**src/design/wdt_pkg.sv**
```systemverilog
package wdt_pkg;

    // Register offsets in the processor register space
    localparam logic [7:0] OFF_RESET_CAUSE_STATUS = 8'h35;
    localparam logic [7:0] OFF_WATCHDOG_CONTROL   = 8'h60;

    // Control register layout, bit 7 down to bit 0
    typedef struct packed {
        logic       timeout_irq_flag;
        logic       timeout_irq_enable;
        logic       period_select_hi;
        logic       change_enable;
        logic       sys_reset_enable;
        logic [2:0] period_select_lo;
    } watchdog_control_t;

    // Reset-cause flags, bits 3..0; bits 7..4 read as zero
    typedef struct packed {
        logic wdog_reset_cause_flag;
        logic brownout_cause_flag;
        logic extpin_cause_flag;
        logic poweron_cause_flag;
    } reset_cause_t;

    typedef enum logic [1:0] {
        MODE_STOPPED,
        MODE_IRQ,
        MODE_RESET,
        MODE_IRQ_RESET
    } wdt_mode_t;

    localparam watchdog_control_t CONTROL_RST = 8'h00;
    localparam reset_cause_t      CAUSE_RST   = 4'h1;
    localparam logic [3:0]        CAUSE_UNUSED = 4'h0;

    // Timing
    localparam int CLK_FREQ_HZ      = 10000000;
    localparam int OSC_FREQ_HZ      = 128000;
    localparam int OSC_DIV          = CLK_FREQ_HZ / OSC_FREQ_HZ;
    localparam int CHANGE_WINDOW_CYC = 4;
    localparam int BASE_OSC_CYCLES  = 2048;
    localparam int MAX_PERIOD_CODE  = 9;
    localparam int TIMEOUT_CNT_W    = 21;

    // Pin synchroniser bit positions
    localparam int SYNC_BROWNOUT = 0;
    localparam int SYNC_EXTPIN   = 1;
    localparam int SYNC_FUSE     = 2;

endpackage

```
**src/design/watchdog_timer_reset_flags.sv**
```systemverilog
// Functional notes
// - Upper four bits of the reset-cause register always read zero.
// - Watchdog cause flag set by watchdog reset, cleared by power-on or written zero.
// - Brown-out cause flag set by brown-out, cleared by power-on or written zero.
// - External cause flag set by pin reset, cleared by power-on or written zero.
// - Power-on flag set by power-on reset, cleared only by written zero.
// - Time-out sets interrupt flag in interrupt modes; vector or written one clears.
// - Interrupt request needs global enable, watchdog enable and pending flag.
// - Fuse unprogrammed: enable bits pick mode; programmed: system reset mode.
// - Combined mode: first time-out sets flag; vector clears enable and flag.
// - Combined mode: time-out with flag still pending gives a system reset.
// - Change-enable clears itself four clock cycles after being set.
// - Clearing reset-enable or changing period needs change-enable set.
// - Reset-enable forced to one while watchdog cause flag is set.
// - Period select gives 2048 oscillator cycles doubled per code, up to code 9.
// - Watchdog stays enabled after a watchdog-caused reset.
// - Counter runs on the 128 kHz oscillator rate, not the system clock.
// - Reset-mode time-out gives a one system-clock-cycle reset pulse.
// - Restart instruction restarts the counter; software must issue it in time.
//
// Implementation choice: strobed register access.
`timescale 1ns/10ps
module watchdog_timer_reset_flags #(
    parameter int OSC_DIV    = wdt_pkg::OSC_DIV,
    parameter int BASE_TICKS = wdt_pkg::BASE_OSC_CYCLES
) (
    input  wire logic       clock_in,
    input  wire logic       rst_b_in,
    input  wire logic [7:0] addr_in,
    input  wire logic [7:0] wdata_in,
    input  wire logic       wr_in,
    input  wire logic       rd_in,
    output logic      [7:0] rdata_out,
    input  wire logic       brownout_rst_in,
    input  wire logic       extpin_rst_in,
    input  wire logic       always_on_fuse_b_in,
    input  wire logic       global_irq_enable_in,
    input  wire logic       irq_vector_ack_in,
    input  wire logic       wdog_restart_in,
    output logic            timeout_irq_req_out,
    output logic            sys_reset_pulse_out,
    output logic      [1:0] mode_out
);

    localparam int CE_CW = $clog2(wdt_pkg::CHANGE_WINDOW_CYC);
    localparam logic [CE_CW-1:0] CE_LOAD = CE_CW'(wdt_pkg::CHANGE_WINDOW_CYC - 1);

    // Pin synchroniser
    logic [2:0] pin_meta_ff;
    logic [2:0] pin_sync_ff;

    // Registers
    wdt_pkg::watchdog_control_t control_ff;
    wdt_pkg::watchdog_control_t nxt_control;
    wdt_pkg::reset_cause_t      cause_ff;
    wdt_pkg::reset_cause_t      nxt_cause;
    logic [CE_CW-1:0]           ce_cnt_ff;
    logic [CE_CW-1:0]           nxt_ce_cnt;
    logic [7:0]                 nxt_rdata;

    // Decoded state
    wdt_pkg::watchdog_control_t wr_value;
    wdt_pkg::wdt_mode_t         mode;
    logic                       fuse_programmed;
    logic                       brownout_active;
    logic                       extpin_active;
    logic                       wr_status;
    logic                       wr_control;
    logic                       eff_reset_enable;
    logic                       eff_irq_enable;
    logic                       running;
    logic                       osc_tick;
    logic                       timeout;
    logic                       irq_set_evt;
    logic                       wdog_reset_evt;
    logic                       any_system_reset;
    logic                       open_request;
    logic [3:0]                 period_code;

    // Mode from the enable bits and the fuse
    function automatic wdt_pkg::wdt_mode_t decode_mode(
        input logic fuse_prog,
        input logic rst_en,
        input logic irq_en
    );
        if (fuse_prog) begin
            return wdt_pkg::MODE_RESET;
        end
        case ({rst_en, irq_en})
            2'b00:   return wdt_pkg::MODE_STOPPED;
            2'b01:   return wdt_pkg::MODE_IRQ;
            2'b10:   return wdt_pkg::MODE_RESET;
            default: return wdt_pkg::MODE_IRQ_RESET;
        endcase
    endfunction

    function automatic logic hit(input logic [7:0] a, input logic [7:0] offset);
        return a == offset;
    endfunction

    // Reset sources and the fuse are asynchronous to this clock
    always_ff @(posedge clock_in or negedge rst_b_in) begin
        if (!rst_b_in) begin
            pin_meta_ff <= 3'h4;
            pin_sync_ff <= 3'h4;
        end else begin
            pin_meta_ff <= {always_on_fuse_b_in, extpin_rst_in, brownout_rst_in};
            pin_sync_ff <= pin_meta_ff;
        end
    end

    assign fuse_programmed = ~pin_sync_ff[wdt_pkg::SYNC_FUSE];
    assign brownout_active = pin_sync_ff[wdt_pkg::SYNC_BROWNOUT];
    assign extpin_active   = pin_sync_ff[wdt_pkg::SYNC_EXTPIN];

    // Exact decode; other addresses ignore writes and read as zero
    assign wr_status  = wr_in && hit(addr_in, wdt_pkg::OFF_RESET_CAUSE_STATUS);
    assign wr_control = wr_in && hit(addr_in, wdt_pkg::OFF_WATCHDOG_CONTROL);
    assign wr_value   = wdt_pkg::watchdog_control_t'(wdata_in);

    // Fuse locks reset-enable to one and interrupt-enable to zero
    assign eff_reset_enable = fuse_programmed | control_ff.sys_reset_enable;
    assign eff_irq_enable   = ~fuse_programmed & control_ff.timeout_irq_enable;

    assign mode = decode_mode(fuse_programmed,
                              eff_reset_enable,
                              eff_irq_enable);

    // Stopped mode holds the count at zero
    assign running     = (mode != wdt_pkg::MODE_STOPPED);
    // Period bits sit on both sides of the change-enable bit
    assign period_code = {control_ff.period_select_hi, control_ff.period_select_lo};

    osc_tick_divider #(
        .DIV (OSC_DIV)
    ) u_tick (
        .clock_in (clock_in),
        .rst_b_in (rst_b_in),
        .tick_out (osc_tick)
    );

    // A system reset restarts the count, as the whole chip restarts
    timeout_counter #(
        .CNT_W      (wdt_pkg::TIMEOUT_CNT_W),
        .BASE_TICKS (BASE_TICKS)
    ) u_counter (
        .clock_in         (clock_in),
        .rst_b_in         (rst_b_in),
        .tick_in          (osc_tick),
        .run_in           (running),
        .restart_in       (wdog_restart_in | any_system_reset),
        .period_select_in (period_code),
        .timeout_out      (timeout)
    );

    // Action on time-out per mode
    always_comb begin
        irq_set_evt    = 1'b0;
        wdog_reset_evt = 1'b0;
        case (mode)
            wdt_pkg::MODE_IRQ: begin
                irq_set_evt = timeout;
            end
            wdt_pkg::MODE_RESET: begin
                wdog_reset_evt = timeout;
            end
            wdt_pkg::MODE_IRQ_RESET: begin
                // Unserviced flag means the handler never ran
                wdog_reset_evt = timeout & control_ff.timeout_irq_flag;
                irq_set_evt    = timeout & ~control_ff.timeout_irq_flag;
            end
            default: begin
                irq_set_evt    = 1'b0;
                wdog_reset_evt = 1'b0;
            end
        endcase
    end

    // Brown-out and pin reset act for as long as their level is high
    assign any_system_reset = wdog_reset_evt | brownout_active | extpin_active;

    // Opening the change window needs both bits in one write
    assign open_request = wr_value.change_enable & wr_value.sys_reset_enable;

    // Control register next value
    always_comb begin
        nxt_control = control_ff;
        nxt_ce_cnt  = ce_cnt_ff;
        // Window closes on the fourth edge after the opening write
        if (control_ff.change_enable) begin
            if (ce_cnt_ff == '0) begin
                nxt_control.change_enable = 1'b0;
            end else begin
                nxt_ce_cnt = ce_cnt_ff - 1'b1;
            end
        end
        if (wr_control) begin
            if (wr_value.timeout_irq_flag) begin
                nxt_control.timeout_irq_flag = 1'b0;
            end
            nxt_control.timeout_irq_enable = wr_value.timeout_irq_enable;
            if (control_ff.change_enable) begin
                nxt_control.sys_reset_enable = wr_value.sys_reset_enable;
                nxt_control.period_select_hi = wr_value.period_select_hi;
                nxt_control.period_select_lo = wr_value.period_select_lo;
            end else begin
                // Setting reset-enable is always allowed, clearing is not
                nxt_control.sys_reset_enable = control_ff.sys_reset_enable
                                             | wr_value.sys_reset_enable;
            end
            if (open_request) begin
                nxt_control.change_enable = 1'b1;
                nxt_ce_cnt                = CE_LOAD;
            end else if (!wr_value.change_enable) begin
                nxt_control.change_enable = 1'b0;
            end
        end
        if (irq_vector_ack_in) begin
            nxt_control.timeout_irq_flag = 1'b0;
            if (control_ff.sys_reset_enable) begin
                nxt_control.timeout_irq_enable = 1'b0;
            end
        end
        // Hardware set wins over a software or vector clear
        if (irq_set_evt) begin
            nxt_control.timeout_irq_flag = 1'b1;
        end
        // System reset clears the register but keeps reset-enable
        if (any_system_reset) begin
            nxt_control                  = wdt_pkg::CONTROL_RST;
            nxt_control.sys_reset_enable = control_ff.sys_reset_enable;
            nxt_ce_cnt                   = '0;
        end
        if (cause_ff.wdog_reset_cause_flag || wdog_reset_evt) begin
            nxt_control.sys_reset_enable = 1'b1;
        end
        // Fuse lock last, so no write or event can undo it
        if (fuse_programmed) begin
            nxt_control.sys_reset_enable   = 1'b1;
            nxt_control.timeout_irq_enable = 1'b0;
        end
    end

    always_ff @(posedge clock_in or negedge rst_b_in) begin
        if (!rst_b_in) begin
            control_ff <= wdt_pkg::CONTROL_RST;
            ce_cnt_ff  <= '0;
        end else begin
            control_ff <= nxt_control;
            ce_cnt_ff  <= nxt_ce_cnt;
        end
    end

    // Reset-cause flags: written zero clears, set wins over clear
    always_comb begin
        nxt_cause = cause_ff;
        if (wr_status) begin
            if (!wdata_in[3]) begin
                nxt_cause.wdog_reset_cause_flag = 1'b0;
            end
            if (!wdata_in[2]) begin
                nxt_cause.brownout_cause_flag = 1'b0;
            end
            if (!wdata_in[1]) begin
                nxt_cause.extpin_cause_flag = 1'b0;
            end
            if (!wdata_in[0]) begin
                nxt_cause.poweron_cause_flag = 1'b0;
            end
        end
        if (wdog_reset_evt) begin
            nxt_cause.wdog_reset_cause_flag = 1'b1;
        end
        if (brownout_active) begin
            nxt_cause.brownout_cause_flag = 1'b1;
        end
        if (extpin_active) begin
            nxt_cause.extpin_cause_flag = 1'b1;
        end
    end

    // Only power-on reset reaches these flops; others are logged events
    always_ff @(posedge clock_in or negedge rst_b_in) begin
        if (!rst_b_in) begin
            cause_ff <= wdt_pkg::CAUSE_RST;
        end else begin
            cause_ff <= nxt_cause;
        end
    end

    // Read data valid only in the cycle after the strobe
    always_comb begin
        nxt_rdata = 8'h00;
        if (rd_in) begin
            if (hit(addr_in, wdt_pkg::OFF_RESET_CAUSE_STATUS)) begin
                nxt_rdata = {wdt_pkg::CAUSE_UNUSED, cause_ff};
            end else if (hit(addr_in, wdt_pkg::OFF_WATCHDOG_CONTROL)) begin
                nxt_rdata = control_ff;
            end
        end
    end

    // Zero outside the answer cycle; a stale byte is never left standing
    always_ff @(posedge clock_in or negedge rst_b_in) begin
        if (!rst_b_in) begin
            rdata_out <= 8'h00;
        end else begin
            rdata_out <= nxt_rdata;
        end
    end

    // Interrupt request and reset pulse
    // Registered, so the request trails the flag by one cycle
    always_ff @(posedge clock_in or negedge rst_b_in) begin
        if (!rst_b_in) begin
            timeout_irq_req_out <= 1'b0;
        end else begin
            timeout_irq_req_out <= control_ff.timeout_irq_flag
                                 & eff_irq_enable
                                 & global_irq_enable_in;
        end
    end

    always_ff @(posedge clock_in or negedge rst_b_in) begin
        if (!rst_b_in) begin
            sys_reset_pulse_out <= 1'b0;
        end else begin
            sys_reset_pulse_out <= wdog_reset_evt;
        end
    end

    // Status only; the mode itself is decoded from the flops above
    always_ff @(posedge clock_in or negedge rst_b_in) begin
        if (!rst_b_in) begin
            mode_out <= 2'h0;
        end else begin
            mode_out <= mode;
        end
    end

endmodule // watchdog_timer_reset_flags

```
**src/design/osc_tick_divider.sv**
```systemverilog
`timescale 1ns/10ps
module osc_tick_divider #(
    parameter int DIV = wdt_pkg::OSC_DIV
) (
    input  wire logic clock_in,
    input  wire logic rst_b_in,
    output logic      tick_out
);

    localparam int CW = (DIV > 1) ? $clog2(DIV) : 1;
    localparam logic [CW-1:0] LAST = CW'(DIV - 1);

    logic [CW-1:0] div_cnt_ff;

    // Free running, like the dedicated oscillator it stands in for
    always_ff @(posedge clock_in or negedge rst_b_in) begin
        if (!rst_b_in) begin
            div_cnt_ff <= '0;
            tick_out   <= 1'b0;
        end else begin
            tick_out   <= (div_cnt_ff == LAST);
            div_cnt_ff <= (div_cnt_ff == LAST) ? '0 : div_cnt_ff + 1'b1;
        end
    end

endmodule // osc_tick_divider

```
**src/design/timeout_counter.sv**
```systemverilog
`timescale 1ns/10ps
module timeout_counter #(
    parameter int CNT_W      = wdt_pkg::TIMEOUT_CNT_W,
    parameter int BASE_TICKS = wdt_pkg::BASE_OSC_CYCLES
) (
    input  wire logic       clock_in,
    input  wire logic       rst_b_in,
    input  wire logic       tick_in,
    input  wire logic       run_in,
    input  wire logic       restart_in,
    input  wire logic [3:0] period_select_in,
    output logic            timeout_out
);

    logic [CNT_W-1:0] cnt_ff;
    logic [CNT_W-1:0] limit;

    // Reserved codes behave as the longest period
    function automatic logic [CNT_W-1:0] period_limit(input logic [3:0] code);
        logic [3:0] c;
        c = (code > 4'(wdt_pkg::MAX_PERIOD_CODE)) ? 4'(wdt_pkg::MAX_PERIOD_CODE) : code;
        return (CNT_W'(BASE_TICKS) << c) - 1'b1;
    endfunction

    assign limit = period_limit(period_select_in);

    // >= so that a shorter period taking effect times out at once
    always_ff @(posedge clock_in or negedge rst_b_in) begin
        if (!rst_b_in) begin
            cnt_ff      <= '0;
            timeout_out <= 1'b0;
        end else if (restart_in || !run_in) begin
            cnt_ff      <= '0;
            timeout_out <= 1'b0;
        end else if (tick_in) begin
            timeout_out <= (cnt_ff >= limit);
            cnt_ff      <= (cnt_ff >= limit) ? '0 : cnt_ff + 1'b1;
        end else begin
            timeout_out <= 1'b0;
        end
    end

endmodule // timeout_counter

```
**config.mk**
```make
export PLATFORM = sky130hd
export DESIGN_NAME = watchdog_timer_reset_flags
export DESIGN_NICKNAME = d
export VERILOG_FILES = /design/src/design/wdt_pkg.sv /design/src/design/watchdog_timer_reset_flags.sv /design/src/design/osc_tick_divider.sv /design/src/design/timeout_counter.sv
export SDC_FILE = /design/constraint.sdc
export NUM_CORES = 1
export LEC_CHECK = 0
export ABC_AREA = 0
export CAP_MARGIN = 10
export CORE_UTILIZATION = 30
export CTS_BUF_LIST = sky130_fd_sc_hd__clkbuf_4
export CTS_CLUSTER_DIAMETER = 200
export DETAILED_ROUTE_END_ITERATION = 6
export DONT_BUFFER_PORTS = 1
export PLACE_DENSITY = 0.41
export SLEW_MARGIN = 10
export SYNTH_ARGS = -nofsm -noshare
export SYNTH_HDL_FRONTEND = slang
export SYNTH_HIERARCHICAL = 1
export SYNTH_SLANG_ARGS = --single-unit
```
**constraint.sdc**
```tcl
create_clock -name clock_in -period 3.9 [get_ports clock_in]
set_input_delay 0.585 -clock clock_in [delete_from_list [all_inputs] [get_ports clock_in]]
set_output_delay 0.585 -clock clock_in [all_outputs]
set_load 0.005 [all_outputs]
```
# Yosys cells after proc, flatten, opt, wreduce, memory -nomap -nowiden
# Cells that the tools add are included.
# Widths: inputs -> output; s select.
[word_totals]
register_bits = 62
out_inout_bits = 12
word_cells = 121
[op_classes]
addsub = 4
n_lt_le_gt_ge = 2
eq_ne = 13
shifts = 1
n_mux = 43
bitwise = 14
reduce_logical = 23
[ops]
columns = ["operator", "count"]
rows = [
  ["$mux 21", 3],
  ["$mux 8", 5],
  ["$add 21x1->21 const B", 1],
  ["$ge 21x21->1", 1],
  ["$mux 1", 21],
  ["$shl 12x4->21 const A", 1],
  ["$sub 21x1->21 const B", 1],
  ["$mux 2", 7],
  ["$reduce_and 2->1", 7],
  ["$reduce_bool 2->1", 7],
  ["$eq 8x6->1 const B", 1],
  ["$eq 8x7->1 const B", 1],
  ["$mux 4", 2],
  ["$reduce_bool 4->1", 2],
  ["$add 7x1->7 const B", 1],
  ["$eq 7x7->1 const B", 1],
  ["$mux 7", 1],
  ["$and 1x1->1", 6],
  ["$eq 2x2->1 const B", 3],
  ["$ne 2x1->1 const B", 3],
  ["$pmux 2 s3", 1],
  ["$or 1x1->1", 5],
  ["$eq 2x1->1 const B", 2],
  ["$gt 4x4->1 const B", 1],
  ["10 further kinds", 16],
]

# Longest topological paths before layout
# Gate-level depths: netlist (run 1).
[depth]
depth_word = 12
depth_mapped = 14
mapped_depth_nobuf = 12

# Modules after synthesis
# The synthesis (run 1) kept the hierarchy.
[by_module_without_submodules]
columns = ["mod", "n_inst", "cells_each", "area_each_um2", "seq_area_each_um2"]
rows = [
  ["timeout_counter", 1, 200, 1667.8, 550.5],
  ["watchdog_timer_reset_flags", 1, 106, 1357.6, 804.5],
  ["osc_tick_divider", 1, 31, 366.6, 200.2],
]

# Least setup slack after synthesis (run 1)
# OpenSTA, ideal clock, no wires.
[synth_timing]
path_kind = "reg2reg"
from = "reg control_ff[1] (netlist bit)"
to = "reg u_counter.cnt_ff[11]"
arrival_time_ns = 2.924
t_required_ns = 3.818
setup_slack_ns = 0.894
stages_incl_launch_ff = 14
period_less_slack_ns = 3.006
cell_sequence = "dfrtp_1 -> or2_2 -> nand2b_1 -> ha_1 -> a21o_1 -> a32oi_1 -> ha_1 -> nand4_1 -> nor3_1 -> a211oi_1 -> buf_2 -> buf_1 -> nand3_1 -> a31oi_1"
[synth_between]
elab_chain_cells = 8
[synth_rtl]
columns = ["item", "line_no", "text"]
rows = [
  ["from (decl)", "watchdog_timer_reset_flags.sv:53", "wdt_pkg::watchdog_control_t control_ff;"],
  ["from (signal assigned)", "watchdog_timer_reset_flags.sv:246", "control_ff <= wdt_pkg::CONTROL_RST;"],
  ["from (signal assigned)", "watchdog_timer_reset_flags.sv:249", "control_ff <= nxt_control;"],
  ["$gt 4x4->1", "timeout_counter.sv:21", "c = (code > 4'(wdt_pkg::MAX_PERIOD_CODE)) ? 4'(wdt_pkg::MAX_PERIOD_CODE) : code;"],
  ["$mux 4 *", "timeout_counter.sv:21", ""],
  ["$shl 12x4->21 *", "timeout_counter.sv:22", "return (CNT_W'(BASE_TICKS) << c) - 1'b1;"],
  ["$sub 21x1->21 *", "timeout_counter.sv:22", ""],
  ["$ge 21x21->1 *", "timeout_counter.sv:37", "cnt_ff <= (cnt_ff >= limit) ? '0 : cnt_ff + 1'b1;"],
  ["$mux 21 *", "timeout_counter.sv:37", ""],
  ["$mux 21 *", "timeout_counter.sv:35", "end else if (tick_in) begin"],
  ["$mux 21 *", "timeout_counter.sv:32", "end else if (restart_in || !run_in) begin"],
  ["to (signal assigned)", "timeout_counter.sv:37", ""],
  ["to (decl)", "timeout_counter.sv:15", "logic [CNT_W-1:0] cnt_ff;"],
]
# Mark *: on every way between the ends. The rest lies on a longest branch, timed or not. The select of a mux whose other input is x is not followed.
# A chain may end at the register's enable or synchronous reset.

# Worst setup path after layout (run 1)
[layout_timing]
from = "reg control_ff[1] (netlist bit)"
to = "reg u_counter.cnt_ff[18]"
# Same word-level chain as after synthesis.

==> flow_summary.yaml, run 1 <==
outcome:
  status: "complete, no violations"
global_routing:
  globalRoute.totalOverflow: 0
  grt_pass1_wl_mm: 13.3
  grt_antenna_before_repair: 0
  grt_max_degree: 63
  grt_pass1_vias: 2563
  grtUsageTotal_pct: 15.0
job:
  drv_cap: 0
sta:
  fin_crit_ns: 3.41
  finalSetupViolations: 0
  worst_pin_slew_ns: 0.680
  finalCritPeriodShare_pct: 87.5
  setup_tns_ns: 0
  rsz0062_at_grt: "false"
  slew_headroom_pct: 54.2
  drv_slew: 0
  max_freq_ghz: 0.293
  fin_skew_ns: 0.0220
  worst_slack_ns: 0.487
  hold_viol: 0
layout:
  nNetsFinal: 380
  layout-drive-gt1-share_pct: 16.2
  diodes: 0
  register_area_um2: 1560
  final_util_pct: 33.9
  nFillCells: 1169
  multiInputGateArea_um2: 1750
  syn_to_final_growth_pct: 9.33
  fin_cells: 485
logic_synthesis:
  synthXorXnorAreaFrac_pct: 1.29
  async_reset_ff_share_pct: 100
  ys.flop_type: "dfrtp_1"
  synth_top_cell_area_share_pct: 43.5
  synth_compound_area_share_pct: 14.8
  yosysTopAreaCell: "dfrtp_1"
  yosys-top-cells-area: "dfrtp_1 44%, ha_1 5.2%, nand3_1 3.7%"
  synth_commonest_cells: "59 x dfrtp_1, 27 x nand2_1, 25 x nand3_1, 22 x nor2_1, 14 x ha_1"
  synth_top_family_by_area: "simple AND/OR/NAND/NOR gates"
  synthCells: 337
  synth_mux_area_share_pct: 1.77
  synth-adder-area-share_pct: 5.16
  synthSimpleGateAreaFrac_pct: 27.6
  synth_edf_count: 0
  ys_ff_latch: 62
  syn_nets: 377
  syn_area_per_cell_um2: 10.1
  ys_types: 63
  synth.most_common_cell: "dfrtp_1"
  seq_area_frac_synth_pct: 45.9
  synth_area_um2: 3390
  yosysWarnings: 6
power_and_ir_drop:
  p_sw_share_pct: 23.4
  powerDensity_nw_per_um2: 304
  p_leak_nw: 1.59
  combPwrFrac_pct: 3.0
  power.internal_mw: 0.864
  p_switching_mw: 0.264
  pwr-share-clk_pct: 39.5
  seqPwrFrac_pct: 57.5
  ir_drop_v: 0.000125
routing:
  vias_per_cell: 5.30
  firstDrtPassIters: 7
  drt_iter0_drc: 101
  drc: 0
  wirelength_mm: 7.83
  wire_per_inst_um: 16.1
  ant_nets: 0
  num_vias: 2571
worst_setup_path:
  path_cells: "or2_2 -> nand2b_1 -> ha_1 -> nor3_1 -> a21o_1 -> a32oi_1 -> ha_1 -> nand4_1 -> nor3_1 -> a211oi_2 -> buf_4 -> and2_1 -> a221o_1"
  worstPathArrival_ns: 3.72
  required_ns: 4.20
  cpPeakStageDelay_ns: 0.46
  worstSetupPathType: "reg2reg"
  cp-end-kind: "register"
  cp-start-kind: "register"
  cp_slowest_cell: "dfrtp_1"
  critPathMaxFanout: 31
floorplanning:
  start_util_pct: 31.0
  die_h_um: 108
  die-width_um: 108
  die-area_um2: 11700
  coreArea_um2: 10900
  io_pins: 38
  rows: 38
place:
  io_buffer_count: 0
  place.gp.congestion: 0.724
  place_ws_ns: 0.546
  dp.final_hpwl_mm: 5.35
  dp_cells: 468
cts:
  post_cts_buffers: 0
  cts_tree: "yes"
  cts_buffers: 9
  cts.clk_slew.worst_paths_ns: 0.11
  cts_root_buf: "clkbuf_4"
  clkLatencyLatePin_ns: 0.41
  ctsResizeCount: 0
  clockBufferDepth: 2
  htree_levels: 3
  cts.sinks: 62
min_path:
  min_path_type: "in2async"
-- state kept, by name (all words and copies together) (netlist names) --
name	cells
u_counter/timeout_out	1
pin_sync_ff	3
pin_meta_ff	3
ce_cnt_ff	2
rdata_out	8
mode_out	2
u_tick/tick_out	1
timeout_irq_req_out	1
control_ff	8
cause_ff	4
sys_reset_pulse_out	1
u_tick/div_cnt_ff	7
u_counter/cnt_ff	21
-- cell families (layout without fill, tap and decap cells) --
family	count (synthesis)	in the layout
other	1	1
buffers and inverters	25	33
flip-flops	62	62
XOR/XNOR	5	5
multiplexers	6	6
AO/OA/AOI/OAI	70	70
adder cells (fa/ha/maj)	14	14
AND/OR/NAND/NOR	154	154
-- final timing paths --
path | from | endpoint | slack [ns] | depth (start not counted)
min | rst_b_in | rdata_out[0]$_DFF_PN0_ | 0.04 | 1
max reg2reg | control_ff[1]$_DFFE_PN0P_ | u_counter/cnt_ff[18]$_DFFE_PN0P_ | 0.49 | 13
max | control_ff[1]$_DFFE_PN0P_ | u_counter/cnt_ff[18]$_DFFE_PN0P_ | 0.49 | 13
min in group clock_in | always_on_fuse_b_in | pin_meta_ff[2]$_DFF_PN1_ | 0.16 | 0
min reg2reg | pin_meta_ff[2]$_DFF_PN1_ | pin_sync_ff[2]$_DFF_PN1_ | 0.36 | 0
max in group asynchronous | rst_b_in | pin_sync_ff[2]$_DFF_PN1_ | 3.54 | 1
-- worst max-delay path: cells and delay by family, from the launching register on --
kind                     cells  cell delay [ns]
AO/OA/AOI/OAI                4             0.67
adder cells (fa/ha/maj)      2             0.55
buffers and inverters        1             0.25
AND/OR/NAND/NOR              6             1.37
flip-flops                   1             0.46
-- area by class of cell --
type / count / area share, %
Inverter: 13 / 1.32
Sequential cell: 62 / 41.9
Timing Repair Buffer: 4 / 1.35
Tap cell: 140 / 4.72
Clock buffer: 11 / 2.23
Multi-Input combinational cell: 250 / 47.1
Clock inverter: 5 / 1.38
-- cell usage in the layout (no fill, tap or decap), types with 4 or more instances in the layout --
cell / count
a22oi_1: 4
a31oi_1: 11
and2_1: 6
dfrtp_1: 59
nand3b_1: 4
o21ai_0: 11
nor2b_1: 7
ha_1: 14
or2_2: 5
o211ai_1: 5
a21oi_1: 12
clkbuf_4: 11
mux2i_1: 6
nor4_1: 4
and3_1: 4
nor3_1: 8
nand2b_1: 6
nand2_1: 27
nand4_1: 11
nor2_1: 22
and4_1: 4
inv_1: 13
and3_2: 5
nand3_1: 25
-- layer usage --
metal | part of all wire (%) | GRT usage, % | vias up
met4 | 1.3 | 5.79 | 0
li1 | - | - | 1251
met1 | 49 | 19.9 | 1271
met2 | 46 | 23.3 | 41
met5 | 0 | 0 | -
met3 | 4.1 | 4.04 | 8
-- what timing repair did --
item / 4_1_cts / 5_1_grt
hold buffers: 1 / 0
hold endpoints to repair: 62 / 0
endpoints found under the setup margin: 0 / 0
-- metrics by stage --
step / hold WS, ns / instance area, µm² / power (mW)
finish: 0.0369 / 3710 / 1.13
global route: 0.00455 / 3710 / 1.19
CTS: 0.0135 / 3710 / 1.16
detailed placement: 0.291 / 3550 / 0.679
global placement: 0.291 / 3550 / 0.679
floorplan: 0.289 / 3390 / 0.674
-- power groups by stage --
| stage | registers, mW | logic [mW] | clock network [mW] |
|---|---|---|---|
| after floorplan | 0.660 | 0.0137 | 0 |
| after global placement | 0.661 | 0.0181 | 0 |
| after detailed placement | 0.661 | 0.0179 | 0 |
| after CTS | 0.649 | 0.0353 | 0.472 |
| after global routing | 0.650 | 0.0386 | 0.504 |
| final | 0.648 | 0.0333 | 0.446 |
Note: power is estimated with default switching activity, not from simulation.
==> run 2: changes to the inputs <==
--- a/config.mk
+++ b/config.mk
@@ -13,6 +13,7 @@
 export DETAILED_ROUTE_END_ITERATION = 6
 export DONT_BUFFER_PORTS = 1
 export PLACE_DENSITY = 0.41
+export SETUP_SLACK_MARGIN = 0.5
 export SLEW_MARGIN = 10
 export SYNTH_ARGS = -nofsm -noshare
 export SYNTH_HDL_FRONTEND = slang
==> flow_summary.yaml, run 2 (synthesis results as in run 1) <==
layout:
  diodes: 0
  top_regs: "u_counter/cnt_ff (21), control_ff (8), rdata_out (8)"
  register_area_um2: 1560
  nNetsFinal: 380
  fin_area_um2: 3720
  syn_to_final_growth_pct: 9.74
  nFillCells: 1166
  final_cell_mix: "58 x dfrtp_1, 27 x nand2_1, 25 x nand3_1"
  multiInputGateArea_um2: 1750
  top_register: "u_counter/cnt_ff"
  final_util_pct: 34.0
  largest_register_ffs: 21
  final_common_cell: "dfrtp_1"
  layout-drive-gt1-share_pct: 17.4
power_and_ir_drop:
  finalPower_mw: 1.13
  seqPwrFrac_pct: 57.5
  p_sw_share_pct: 23.4
  p_switching_mw: 0.264
  pwr-share-clk_pct: 39.5
  combPwrFrac_pct: 3.0
  ir_drop_v: 0.000125
  power.internal_mw: 0.864
  p_leak_nw: 1.59
  powerDensity_nw_per_um2: 303
worst_setup_path:
  cp-start-kind: "register"
  path_cells: "or2_2 -> nand2b_1 -> ha_2 -> nor3_1 -> a21o_1 -> a32oi_1 -> ha_1 -> nand4_1 -> nor3_2 -> a211oi_2 -> buf_6 -> and2_2 -> a221o_1"
  critPathMaxFanout: 31
  cp_slowest_cell: "dfrtp_2"
  worstPathArrival_ns: 3.53
  required_ns: 4.20
  worstSetupPathType: "reg2reg"
  cp-end-kind: "register"
  r2r-end: "u_counter/cnt_ff[18]$_DFFE_PN0P_"
  ff2ff_path_depth: 13
  cpPeakStageDelay_ns: 0.46
  r2r-start: "control_ff[1]$_DFFE_PN0P_"
  rrSetupSlack_ns: 0.67
min_path:
  min_path_type: "in2async"
floorplanning:
  die-width_um: 108
  coreArea_um2: 10900
  die-area_um2: 11700
  io_pins: 38
  rows: 38
  start_util_pct: 31.0
  die_h_um: 108
routing:
  vias_per_cell: 5.31
  num_vias: 2577
  drc: 0
  drt_iter0_drc: 102
  wirelength_mm: 7.86
  wire_per_inst_um: 16.2
  ant_nets: 0
  firstDrtPassIters: 6
outcome:
  status: "complete, no violations"
sta:
  setup_tns_ns: 0
  hold_ws_ns: 0.0392
  fin_crit_ns: 3.23
  finalCritPeriodShare_pct: 82.9
  drv_slew: 0
  fin_skew_ns: 0.0212
  worst_pin_slew_ns: 0.664
  slew_headroom_pct: 55.3
  max_freq_ghz: 0.309
  hold_viol: 0
  rsz0062_at_grt: "false"
  finalSetupViolations: 0
place:
  placed_area_um2: 3550
  place.gp.congestion: 0.724
  dp.final_hpwl_mm: 5.35
  io_buffer_count: 0
global_routing:
  grt_pass1_wl_mm: 13.3
  grt_antenna_before_repair: 0
  grt_max_degree: 63
  globalRoute.totalOverflow: 0
  grt_pass1_vias: 2563
  grtUsageTotal_pct: 15.0
cts:
  htree_levels: 3
  cts_buffers: 9
  cts.sinks: 62
  post_cts_buffers: 0
  cts_root_buf: "clkbuf_4"
  cts_tree: "yes"
  clkLatencyLatePin_ns: 0.41
  clockBufferDepth: 2
  cts.clk_slew.worst_paths_ns: 0.11
job:
  drv_cap: 0
run 2: stage by stage:
stage          worst slack (ns)  std cells
3_3_place_gp              0.644        468
4_1_cts                   0.505        485
2_1_floorplan             0.894        337
5_1_grt                   0.505        485
3_5_place_dp              0.546        468
6_report                  0.669        485
run 2: cell type report:
class	count	share of cell area [%]
clock inverters	5	1.38
clock buffers	11	2.22
inverters	13	1.31
multi-input cells	250	47.1
flip-flops and latches	62	41.8
well taps	140	4.71
repair buffers	4	1.45
run 2: worst max-delay path: cells and delay by family, from the launching register on:
family / cells / cell delay (ns)
buf+inv: 1 / 0.21
compound gates: 4 / 0.66
flops: 1 / 0.46
simple gates: 6 / 1.27
fa+ha+maj: 2 / 0.52
run 2: worst max path at each step:
stage / cells past startpoint / end / from
after floorplan: 13 / u_counter/cnt_ff[11]$_DFFE_PN0P_ / control_ff[1]$_DFFE_PN0P_
after global placement: 13 / u_counter/cnt_ff[18]$_DFFE_PN0P_ / control_ff[1]$_DFFE_PN0P_
after detailed placement: 13 / u_counter/cnt_ff[20]$_DFFE_PN0P_ / control_ff[1]$_DFFE_PN0P_
after CTS: 13 / u_counter/cnt_ff[18]$_DFFE_PN0P_ / control_ff[1]$_DFFE_PN0P_
after global routing: 13 / u_counter/cnt_ff[18]$_DFFE_PN0P_ / control_ff[1]$_DFFE_PN0P_
final: 13 / u_counter/cnt_ff[18]$_DFFE_PN0P_ / control_ff[1]$_DFFE_PN0P_
run 2: timing repair:
action	in CTS	in global routing
resized for setup	0	5
hold buffers	1	0
endpoints found under the setup margin	0	6
hold endpoints to repair	62	0
run 2: power groups by stage:
stage / Combinational, mW / Clock [mW] / Sequential (mW)
2_1_floorplan: 0.0137 / 0 / 0.660
3_3_place_gp: 0.0181 / 0 / 0.661
3_5_place_dp: 0.0179 / 0 / 0.661
4_1_cts: 0.0353 / 0.472 / 0.649
5_1_grt: 0.0387 / 0.504 / 0.650
6_report: 0.0335 / 0.445 / 0.648
run 2: metal layers:
metal	global-route usage (%)	vias up	part of all wire (%)
li1	-	1252	-
met5	0	-	0
met3	4.04	7	3.8
met1	19.9	1283	49
met2	23.3	35	46
met4	5.79	0	1.2
==> run 3: changes to the inputs <==
--- a/config.mk
+++ b/config.mk
@@ -5,14 +5,14 @@
 export SDC_FILE = /design/constraint.sdc
 export NUM_CORES = 1
 export LEC_CHECK = 0
-export ABC_AREA = 0
+export ABC_AREA = 1
 export CAP_MARGIN = 10
 export CORE_UTILIZATION = 30
 export CTS_BUF_LIST = sky130_fd_sc_hd__clkbuf_4
 export CTS_CLUSTER_DIAMETER = 200
 export DETAILED_ROUTE_END_ITERATION = 6
 export DONT_BUFFER_PORTS = 1
-export PLACE_DENSITY = 0.41
+export PLACE_DENSITY = 0.42
 export SETUP_SLACK_MARGIN = 0.5
 export SLEW_MARGIN = 10
 export SYNTH_ARGS = -nofsm -noshare
==> constraint.sdc (replaced) <==
create_clock -name clock_in -period 2.8 [get_ports clock_in]
set_input_delay 0.42 -clock clock_in [delete_from_list [all_inputs] [get_ports clock_in]]
set_output_delay 0.42 -clock clock_in [all_outputs]
set_load 0.005 [all_outputs]
==> flow_summary.yaml, run 3 <==
power_and_ir_drop:
  finalPower_mw: 1.53
  p_sw_share_pct: 27.9
  ir_drop_v: 0.000285
  seqPwrFrac_pct: 59.0
  p_switching_mw: 0.428
  power.internal_mw: 1.11
  p_leak_nw: 1.96
  combPwrFrac_pct: 4.4
  pwr-share-clk_pct: 36.6
  powerDensity_nw_per_um2: 357
layout:
  final_cell_mix: "131 x nand2_1, 69 x inv_1, 57 x dfrtp_1"
  syn_to_final_growth_pct: 15.4
  diodes: 0
  final_util_pct: 35.6
  final_common_cell: "nand2_1"
  fin_area_um2: 4290
  top_register: "u_counter/cnt_ff"
  nNetsFinal: 557
  top_regs: "u_counter/cnt_ff (21), control_ff (8), rdata_out (8)"
  nFillCells: 1310
  layout-drive-gt1-share_pct: 18.6
  largest_register_ffs: 21
logic_synthesis:
  synthCells: 493
  yosysWarnings: 6
  ys_types: 38
  async_reset_ff_share_pct: 100
  synth_compound_area_share_pct: 7.80
  syn_nets: 533
  synth-adder-area-share_pct: 4.71
  synthSimpleGateAreaFrac_pct: 34.9
  ys_ff_latch: 62
  syn_area_per_cell_um2: 7.55
  synth.most_common_cell: "nand2_1"
  seq_area_frac_synth_pct: 41.8
  synthXorXnorAreaFrac_pct: 2.35
  synth_top_family_by_area: "simple AND/OR/NAND/NOR gates"
  yosys-top-cells-area: "dfrtp_1 40%, nand2_1 14%, inv_1 7.0%"
  synth_mux_area_share_pct: 0
  synth_area_um2: 3720
  yosysTopAreaCell: "dfrtp_1"
  synth_commonest_cells: "136 x nand2_1, 69 x inv_1, 60 x nor2_1, 59 x dfrtp_1, 33 x nand3_1"
  synth_edf_count: 0
  synth_top_cell_area_share_pct: 39.7
  ys.flop_type: "dfrtp_1"
min_path:
  hp-start: "wdata_in[0]"
  min_path_type: "in2reg"
place:
  place.gp.congestion: 0.774
  placed_area_um2: 3950
  dp.final_hpwl_mm: 6.80
  io_buffer_count: 0
global_routing:
  globalRoute.totalOverflow: 0
  grtUsageTotal_pct: 16.3
  grt_max_degree: 63
  grt_pass1_wl_mm: 15.9
  grt_antenna_before_repair: 0
  grt_pass1_vias: 3125
cts:
  clockBufferDepth: 2
  cts_buffers: 9
  clkLatencyLatePin_ns: 0.43
  cts.sinks: 62
  cts_root_buf: "clkbuf_4"
  cts.clk_slew.worst_paths_ns: 0.13
  cts_tree: "yes"
  htree_levels: 3
floorplanning:
  die-width_um: 113
  start_util_pct: 30.9
  die-area_um2: 12900
  io_pins: 38
  die_h_um: 113
  coreArea_um2: 12100
  rows: 40
sta:
  finalSetupViolations: 0
  max_freq_ghz: 0.409
  finalCritPeriodShare_pct: 87.2
  drv_slew: 0
  fin_skew_ns: 0.0182
  rsz0062_at_grt: "true"
  hold_viol: 0
  setup_tns_ns: 0
  fin_crit_ns: 2.44
routing:
  num_vias: 3132
  drc: 0
  vias_per_cell: 4.54
  drt_iter0_drc: 124
  wire_per_inst_um: 13.6
  wirelength_mm: 9.39
  ant_nets: 0
  firstDrtPassIters: 4
worst_setup_path:
  critPathMaxFanout: 8
  cp-end-kind: "register"
  startpoint: "control_ff[2]$_DFFE_PN0P_"
  cp-start-kind: "register"
  required_ns: 3.12
  worstPathArrival_ns: 2.76
  r2r-start: "control_ff[2]$_DFFE_PN0P_"
  worstSetupPathType: "reg2reg"
job:
  drv_cap: 0
outcome:
  status: "complete, no violations"
[run 3: cell types whose count changed after synthesis, sizes merged, moves of 7 or more]
cell    before  now
nand2       27  147
nor2b        7    0
inv         13   76
and2         7    0
o21bai       0   10
nand3       27   37
nand4       14    5
nor2        22   79
a31oi       11    0
and3         9    0
[run 3: power groups by stage]
stage,clock (mW),combinational (mW),sequential [mW]
after floorplan,0,0.0315,0.921
after global placement,0,0.0395,0.922
after detailed placement,0,0.0399,0.922
after CTS,0.599,0.0701,0.905
after global routing,0.629,0.0784,0.906
final,0.560,0.0680,0.905
[run 3: kinds of logic (layout without fill, tap and decap cells)]
kind of cell / after synthesis / in the layout
flip-flops: 62 / 62
AO/OA/AOI/OAI: 47 / 47
other: 1 / 1
adder cells (fa/ha/maj): 14 / 14
buffers and inverters: 80 / 108
XOR/XNOR: 10 / 10
AND/OR/NAND/NOR: 279 / 280
[run 3: what timing repair did]
item | CTS | global route
gates cloned | 1 | 0
endpoints found under the hold margin | 65 | 0
setup endpoints to repair | 22 | 22
gates resized for setup | 20 | 8
pin swaps | 8 | 10
hold buffers | 5 | 0
setup buffers | 6 | 1
[run 3: cell type report]
class,count,area [µm²],area share (%)
Multi-Input combinational cell,352,1960,45.7
Sequential cell,62,1560,36.3
Inverter,76,288,6.70
Tap cell,168,210,4.90
Timing Repair Buffer,16,158,3.67
Clock buffer,9,67.6,1.57
Clock inverter,7,48.8,1.14
[run 3: worst paths after layout]
kind / end / slack [ns] / cells past startpoint
worst min register to register: pin_sync_ff[0]$_DFF_PN0_ / 0.36 / 0
worst max-delay path: u_counter/timeout_out$_DFF_PN0_ / 0.36 / 17
worst min-delay path: cause_ff[0]$_DFFE_PN1P_ / 0.06 / 2
min in group asynchronous: u_counter/cnt_ff[10]$_DFFE_PN0P_ / 0.49 / 2
worst max register to register: u_counter/timeout_out$_DFF_PN0_ / 0.36 / 17
max in group asynchronous: cause_ff[0]$_DFFE_PN1P_ / 1.98 / 2
[run 3: through the flow]
stage / worst slack (ns) / hold slack (ns) / instances
after floorplan: 0.534 / 0.124 / 493
after global placement: 0.310 / 0.126 / 661
after detailed placement: 0.195 / 0.126 / 661
after CTS: 0.350 / 0.0199 / 689
after global routing: 0.191 / 0.0393 / 690
final: 0.357 / 0.0624 / 690
[run 3: critical path, cell delays in order, from the launching register on]
cell      delay (ns)
dfrtp_2         0.44
nor2_4          0.13
nand2_1         0.07
nor2_2          0.10
inv_1           0.07
ha_2            0.19
o211ai_1        0.12
xor2_1          0.18
ha_1            0.25
nand2_2         0.08
nor2_4          0.05
nand2_2         0.06
nor2_1          0.04
nand2_1         0.07
nand2_2         0.06
nor2_4          0.26
buf_6           0.14
nor3_2          0.03
[run 3: per-layer routing]
| layer | up-vias | GRT usage [%] | wire length (µm) |
|---|---|---|---|
| li1 | 1602 | - | - |
| met1 | 1476 | 22.1 | 4700 |
| met2 | 41 | 25.4 | 4280 |
| met3 | 13 | 2.71 | 216 |
| met4 | 0 | 7.63 | 182 |
| met5 | - | 0 | 0 |
